--- config.mk ---
export PLATFORM = sky130hd
export DESIGN_NAME = tcem_monitor
export DESIGN_NICKNAME = d
export VERILOG_FILES = /design/src/tcem_monitor.v /design/src/tcem_sync_edge.v
export VERILOG_INCLUDE_DIRS = /design/src
export SDC_FILE = /design/constraint.sdc
export NUM_CORES = 1
export LEC_CHECK = 0
export BUFFER_PORTS_ARGS = -buffer_cell sky130_fd_sc_hd__buf_2
export CAP_MARGIN = 20
export CELL_PAD_IN_SITES_DETAIL_PLACEMENT = 1
export CELL_PAD_IN_SITES_GLOBAL_PLACEMENT = 2
export CORE_UTILIZATION = 44
export DETAILED_ROUTE_END_ITERATION = 10
export PLACE_DENSITY = 0.87
export SYNTH_ARGS = -nofsm -noshare
export SYNTH_HDL_FRONTEND = slang
export SYNTH_HIERARCHICAL = 1
export SYNTH_SLANG_ARGS = --single-unit
--- constraint.sdc ---
create_clock -name CLK -period 5.05 [get_ports CLK]
set_clock_uncertainty 0.2 [all_clocks]
set_input_delay 1.2625 -clock CLK [delete_from_list [all_inputs] [get_ports CLK]]
set_output_delay 1.2625 -clock CLK [all_outputs]
set_load 0.01 [all_outputs]
--- src/tcem_defs.vh ---
`ifndef TCEM_DEFS_VH
`define TCEM_DEFS_VH

// Clock period in ns (25 MHz)
`define TCEM_CLK_NS          40
// Stretched error pulse: least 0.5 us, longest 2 us, typical 0.7 us
`define TCEM_STR_MIN_NS      500
`define TCEM_STR_MAX_NS      2000
`define TCEM_STR_TYP_NS      700
// Stretch length in cycles: typical figure, clamped into min..max
`define TCEM_STR_CYC         ((`TCEM_STR_TYP_NS + `TCEM_CLK_NS - 1) / `TCEM_CLK_NS)
`define TCEM_STR_MIN_CYC     ((`TCEM_STR_MIN_NS + `TCEM_CLK_NS - 1) / `TCEM_CLK_NS)
`define TCEM_STR_MAX_CYC     (`TCEM_STR_MAX_NS / `TCEM_CLK_NS)
// Default missing-pulse timeout in cycles
`define TCEM_FAIL_CYC        1024
// Register width and reset value
`define TCEM_STAGES          5
`define TCEM_SR_RST          5'h00

`endif

--- src/tcem_monitor.v ---
`timescale 1ns/10ps
`include "tcem_defs.vh"

module tcem_monitor #(
    parameter STAGES   = `TCEM_STAGES,
    parameter FAIL_CYC = `TCEM_FAIL_CYC
) (
    input  wire              CLK,
    input  wire              RST,
    input  wire              POS_STROBE,
    input  wire              NEG_STROBE,
    output reg               ERR_FAST_N,
    output reg               ERR_STRETCH,
    output reg               POS_MISSING,
    output reg               NEG_MISSING,
    output reg  [STAGES-1:0] SR_STATE
);
    // Work at full width, then cut the stretch length to the counter
    localparam [31:0] STR_CYC_W = `TCEM_STR_CYC;
    localparam [31:0] STR_LO_W  = `TCEM_STR_MIN_CYC;
    localparam [31:0] STR_HI_W  = `TCEM_STR_MAX_CYC;
    // Clamp the typical length into the legal window
    localparam [31:0] STR_LEN_W = (STR_CYC_W < STR_LO_W) ? STR_LO_W :
                                  (STR_CYC_W > STR_HI_W) ? STR_HI_W : STR_CYC_W;
    localparam [7:0]  STR_LEN   = STR_LEN_W[7:0];
    localparam [31:0] FAIL_LIM  = FAIL_CYC;

    wire              pos_ev;
    wire              neg_ev;
    wire              pos_only;
    wire              neg_only;
    wire              pos_over;
    wire              neg_under;
    reg  [STAGES-1:0] sr_q;
    reg  [STAGES-1:0] sr_d;
    reg               err_d;
    reg               err_n_d;
    reg  [7:0]        str_q;
    reg  [7:0]        str_d;
    reg               stretch_d;
    reg  [31:0]       pos_cnt_q;
    reg  [31:0]       pos_cnt_d;
    reg               pos_miss_d;
    reg  [31:0]       neg_cnt_q;
    reg  [31:0]       neg_cnt_d;
    reg               neg_miss_d;

    // Saturating timeout count, reloaded by a pulse
    function [31:0] tick;
        input [31:0] cnt;
        input        ev;
        begin
            if (ev)
                tick = 32'h0;
            else if (cnt < FAIL_LIM)
                tick = cnt + 32'h1;
            else
                tick = cnt;
        end
    endfunction

    // Counter has reached the timeout
    function timed_out;
        input [31:0] cnt;
        begin
            timed_out = (cnt >= FAIL_LIM);
        end
    endfunction

    // One more stage filled from the stage 1 end
    function [STAGES-1:0] fill_up;
        input [STAGES-1:0] cur;
        begin
            fill_up = {cur[STAGES-2:0], 1'b1};
        end
    endfunction

    // One more stage emptied from the stage 5 end
    function [STAGES-1:0] drain_down;
        input [STAGES-1:0] cur;
        begin
            drain_down = {1'b0, cur[STAGES-1:1]};
        end
    endfunction

    tcem_sync_edge u_pos (
        .CLK  (CLK),
        .RST  (RST),
        .din  (POS_STROBE),
        .fall (pos_ev)
    );

    tcem_sync_edge u_neg (
        .CLK  (CLK),
        .RST  (RST),
        .din  (NEG_STROBE),
        .fall (neg_ev)
    );

    // Both polarities in one cycle cannot occur on a real ternary line;
    // they cancel here so the register keeps its value.
    assign pos_only  = pos_ev & ~neg_ev;
    assign neg_only  = neg_ev & ~pos_ev;

    assign pos_over  = pos_only & sr_q[STAGES-1];
    assign neg_under = neg_only & ~sr_q[0];

    // Any start tolerated
    // Odd start contents shift and check like legal ones; some, such as 10100, never drain out
    always @* begin
        sr_d  = sr_q;
        err_d = pos_over | neg_under;
        if (pos_only && !pos_over) begin
            sr_d = fill_up(sr_q);
        end else if (neg_only && !neg_under) begin
            sr_d = drain_down(sr_q);
        end else begin
            sr_d = sr_q;
        end
    end

    always @* begin
        err_n_d = ~err_d;
    end

    // Length within window
    // A fresh error restarts the count; a burst reads as one long pulse
    always @* begin
        if (err_d) begin
            str_d     = STR_LEN - 8'h01;
            stretch_d = 1'b1;
        end else if (str_q != 8'h00) begin
            str_d     = str_q - 8'h01;
            stretch_d = 1'b1;
        end else begin
            str_d     = 8'h00;
            stretch_d = 1'b0;
        end
    end

    // Timeout set, pulse clears
    // Counters saturate at the limit, so a dead line never wraps the flag off
    always @* begin
        pos_cnt_d  = tick(pos_cnt_q, pos_ev);
        neg_cnt_d  = tick(neg_cnt_q, neg_ev);
        pos_miss_d = !pos_ev && timed_out(pos_cnt_d);
        neg_miss_d = !neg_ev && timed_out(neg_cnt_d);
    end

    always @(posedge CLK or posedge RST) begin
        if (RST) begin
            sr_q     <= `TCEM_SR_RST;
            SR_STATE <= `TCEM_SR_RST;
        end else begin
            sr_q     <= sr_d;
            SR_STATE <= sr_d;
        end
    end

    // Registered so the pin never sees a combinational glitch
    always @(posedge CLK or posedge RST) begin
        if (RST) begin
            ERR_FAST_N <= 1'b1;
        end else begin
            ERR_FAST_N <= err_n_d;
        end
    end

    // Stretch counter and its output move together
    always @(posedge CLK or posedge RST) begin
        if (RST) begin
            str_q       <= 8'h00;
            ERR_STRETCH <= 1'b0;
        end else begin
            str_q       <= str_d;
            ERR_STRETCH <= stretch_d;
        end
    end

    always @(posedge CLK or posedge RST) begin
        if (RST) begin
            pos_cnt_q   <= 32'h0;
            POS_MISSING <= 1'b0;
        end else begin
            pos_cnt_q   <= pos_cnt_d;
            POS_MISSING <= pos_miss_d;
        end
    end

    always @(posedge CLK or posedge RST) begin
        if (RST) begin
            neg_cnt_q   <= 32'h0;
            NEG_MISSING <= 1'b0;
        end else begin
            neg_cnt_q   <= neg_cnt_d;
            NEG_MISSING <= neg_miss_d;
        end
    end
endmodule // tcem_monitor

--- src/tcem_sync_edge.v ---
`timescale 1ns/10ps
`include "tcem_defs.vh"

// Two-flop synchroniser followed by a falling-edge detector
module tcem_sync_edge (
    input  wire CLK,
    input  wire RST,
    input  wire din,
    output reg  fall
);
    reg meta_q;
    reg sync_q;
    reg last_q;

    always @(posedge CLK or posedge RST) begin
        if (RST) begin
            meta_q <= 1'b0;
            sync_q <= 1'b0;
            last_q <= 1'b0;
            fall   <= 1'b0;
        end else begin
            meta_q <= din;
            sync_q <= meta_q;
            last_q <= sync_q;
            fall   <= last_q & ~sync_q;
        end
    end
endmodule // tcem_sync_edge
==> metrics.sh <==
RESULT_OF_THE_RUN='completed'
VIA_PER_INST=5.50
FIN_CRIT_PERIOD_NS=2.54
WORSTSETUPPATHTYPE='reg -> reg'
SETUP-VIOLATIONS-FINAL=0
SLEW-LIMIT-HEADROOM_PCT=41.0
TOTALWIRELENGTH_MM=6.94
ROWS=32
CTS_ROOT_BUF='sky130_fd_sc_hd__clkbuf_8'
STARTING_DRT_DRC_COUNT=106
CTS.PATH.MAX_BUFFERS=2
CTS.SINKS=89
POST_CTS_RESIZED=0
FLOORPLAN.DIE_AREA_UM2=8630
YOSYS_WARNINGS=6
DRT.ANTENNA.VIOLATING_NETS=0
POSTCTSSETUPBUFFERS=0
TOTALNEGATIVESETUPSLACK_NS=0
SYNTH.DISTINCT_CELLS=38
CTS.HOLD.BUFFERS_ADDED=0
FINAL_MAX_SLEW_VIOL_COUNT=0
POWER.TOTAL_mW=1.66
MAX_CAP_VIOL_COUNT=0
M1WIRELENGTH_MM=3.47
YOSYSSEQAREASHARE_PCT=61.3
PATH_CLK_SLEW_NS=0.09
POSTSYNTH.ASYNCRESETSHARE_PCT=100
IO_PINS=13
DIE_HEIGHT_UM=92.9
SYN_INST=325
CP_DATA_REQUIRED_TIME_NS=5.10
CRITPATHCAPTURETYPE='register'
CELL_AREA_AFTER_LAYOUT_UM2=4010
DP_CELLS=428
PERIOD_SHARE_PCT=50.2
FIRST_GLOBAL_VIAS=2535
VIA_COUNT=2441
WORSTPATHARRIVAL_NS=2.59
CTS_TREE='done'
STARTPOINT_TYPE='register'
SEQUENTIAL_CELL_AREA_UM2=2230
WORSTREG2REGSTART='neg_cnt_q[14]'
ANTENNA_VIOLATIONS_BEFORE_REPAIR=0
POWER_LEAKAGE_nW=1.86
MIN_FROM='u_pos/meta_q'
YOSYSTOPAREACELL='sky130_fd_sc_hd__dfrtp_1'
MEAN_POST_SYNTH_CELL_AREA_UM2=11.2
POWER_DENSITY_nW_PER_UM2=415
SYNTH.CELL_AREA_UM2=3630
INSERTEDDIODECOUNT=0
GRT_PASS1_WL_MM=12.5
GLOBALPLACE.CONGESTION=0.688
PATH_MAX_FANOUT=20
FILL_CELLS=876
GRT_START_MAX_NET_PINS=52
YOSYS-TOP-CELLS-AREA='sky130_fd_sc_hd__dfrtp_1, sky130_fd_sc_hd__nor2b_1, sky130_fd_sc_hd__a21oi_1'
LAYOUT-AREA-OVERHEAD-VS-SYNTH_PCT=10.2
LAYOUTNONFILLERINSTCOUNT=444
SYN-NUM-NETS=333
PLACED_CELL_AREA_UM2=3790
SYNTH.FF_LATCH_COUNT=89
WORST_SLEW_PIN_SLEW_NS=0.884
FINALNETCOUNT=345
SYNTH_LARGEST_TYPE_AREA_FRACTION_PCT=60.6
SYNTH_FF_TYPE='sky130_fd_sc_hd__dfrtp_1'
ROUTE.DETAILED.DRC=0
GLOBALROUTE.TOTALOVERFLOW=0
SYNTH_EDF_COUNT=0
HOLD_CLASS='reg -> reg'
FP.COREAREA_UM2=7850
HPWL_MM=4.45
CTS_HTREE_LEVELS=3
TOP_SIGNAL_LAYER_USED='met4'
FLOORPLAN.INITIALDENSITY_PCT=46.3
CLOCK_INSERTION_DELAY_WORST_SKEW_NS=0.36
POST_ROUTE_CELLS_DRIVE_ABOVE_1_SHARE_PCT=12.9
MAX-VDD-IR-DROP_mV=0.186
CRIT_START='neg_cnt_q[14]'
BUFFER_PORTS.INSERTED=12
FIRST_PASS_ITERS=4
POST_DRT_WL_PER_CELL_UM=15.6
FINISH.UTILIZATION_PCT=51.0
NUMCTSBUFFERS=9
DR_WL_MET3_UM=155
MAXCLOCKFREQUENCY_GHz=0.394
DETAILROUTE.WIRELENGTH.MET2_MM=3.18
SETUP_REPAIR_AFTER_GLOBAL_ROUTING_MISSED_ITS_MARGIN='no'
DIE_WIDTH_UM=92.9
TIMING_HOLD_VIOLATIONS_FINAL=0
MULTI_INPUT_GATE_AREA_UM2=1300
GRT_USE_TOTAL_PCT=18.7
-- registers in the layout, summed over array words and instances (netlist names) --
register	count
neg_cnt_q	32
pos_cnt_q	32
str_q	8
sr_q	5
ERR_FAST_N	1
ERR_STRETCH	1
NEG_MISSING	1
POS_MISSING	1
u_neg/fall	1
u_neg/last_q	1
u_neg/meta_q	1
u_neg/sync_q	1
u_pos/fall	1
u_pos/last_q	1
u_pos/meta_q	1
u_pos/sync_q	1
-- per-stage QoR --
step	hold WS (ns)	worst slack, ns
floorplan	0.131	1.51
global placement	0.136	2.44
detailed placement	0.136	2.39
CTS	0.156	2.44
global route	0.171	2.17
finish	0.156	2.51
-- cell type report --
cell class	count	area share, %
Tap cell	102	3.19
Inverter	12	1.16
Clock inverter	3	1.19
Sequential cell	89	55.6
Multi-Input combinational cell	210	32.6
Clock buffer	13	4.22
Timing Repair Buffer	15	2.06
-- report_power, final --
part	internal, mW	leakage [nW]	switching (mW)
sequential	0.789	1.18	0.0949
combinational	0.116	0.563	0.144
clock	0.272	0.110	0.246
total	1.18	1.86	0.485
-- kinds of logic after synthesis --
group / synth area share [%]
compound gates: 8.30
xor+xnor: 1.45
fa+ha+maj: 1.38
buf+inv: 2.82
flops: 61.3
mux: 1.51
simple gates: 23.2
-- layer usage --
layer	up-vias	track usage, %
met4	0	8.08
met1	1252	27.2
met5	-	0
li1	1159	-
met2	20	27.2
met3	10	3.45
-- synthesized netlist by cell type (3+ instances only) --
cell,n
sky130_fd_sc_hd__a21oi_1,19
sky130_fd_sc_hd__and3_1,3
sky130_fd_sc_hd__buf_2,4
sky130_fd_sc_hd__clkbuf_1,8
sky130_fd_sc_hd__dfrtp_1,88
sky130_fd_sc_hd__ha_1,4
sky130_fd_sc_hd__inv_1,12
sky130_fd_sc_hd__mux2_2,4
sky130_fd_sc_hd__nand2_1,11
sky130_fd_sc_hd__nand3_1,10
sky130_fd_sc_hd__nand4_1,6
sky130_fd_sc_hd__nor2_1,23
sky130_fd_sc_hd__nor2b_1,46
sky130_fd_sc_hd__nor3_1,6
sky130_fd_sc_hd__nor4_1,15
sky130_fd_sc_hd__o21ai_0,12
sky130_fd_sc_hd__o31ai_1,8
sky130_fd_sc_hd__or2_2,4
sky130_fd_sc_hd__or3_1,6
sky130_fd_sc_hd__or4_1,8
sky130_fd_sc_hd__xnor2_1,5
-- layout by cell type (no fill, tap or decap), types with 8 or more instances in the layout --
master | synthesis | final
sky130_fd_sc_hd__dfrtp_1 | 88 | 88
sky130_fd_sc_hd__nor2b_1 | 46 | 46
sky130_fd_sc_hd__nor2_1 | 23 | 23
sky130_fd_sc_hd__a21oi_1 | 19 | 19
sky130_fd_sc_hd__nor4_1 | 15 | 15
sky130_fd_sc_hd__o21ai_0 | 12 | 12
sky130_fd_sc_hd__clkbuf_8 | 0 | 12
sky130_fd_sc_hd__buf_2 | 4 | 12
sky130_fd_sc_hd__inv_1 | 12 | 11
sky130_fd_sc_hd__nand2_1 | 11 | 11
sky130_fd_sc_hd__nand3_1 | 10 | 10
sky130_fd_sc_hd__o31ai_1 | 8 | 8
sky130_fd_sc_hd__or4_1 | 8 | 8
-- path summary, 6_finish.rpt --
check                                end  slack, ns  cells past startpoint
hold / removal              u_pos/sync_q       0.16                      0
hold reg to reg             u_pos/sync_q       0.16                      0
min in group asynchronous   u_neg/last_q       0.60                      2
setup reg to reg            neg_cnt_q[6]       2.51                      4
setup / recovery            neg_cnt_q[6]       2.51                      4
max in group asynchronous  pos_cnt_q[30]       2.87                      3
-- critical path, stage by stage, from the launching register on --
cell	delay (ns)
sky130_fd_sc_hd__dfrtp_1	0.38
sky130_fd_sc_hd__nor4_1	0.33
sky130_fd_sc_hd__nand4_1	0.61
sky130_fd_sc_hd__nor4_1	0.53
sky130_fd_sc_hd__mux2_2	0.37
(Power assumes the default switching activity.)
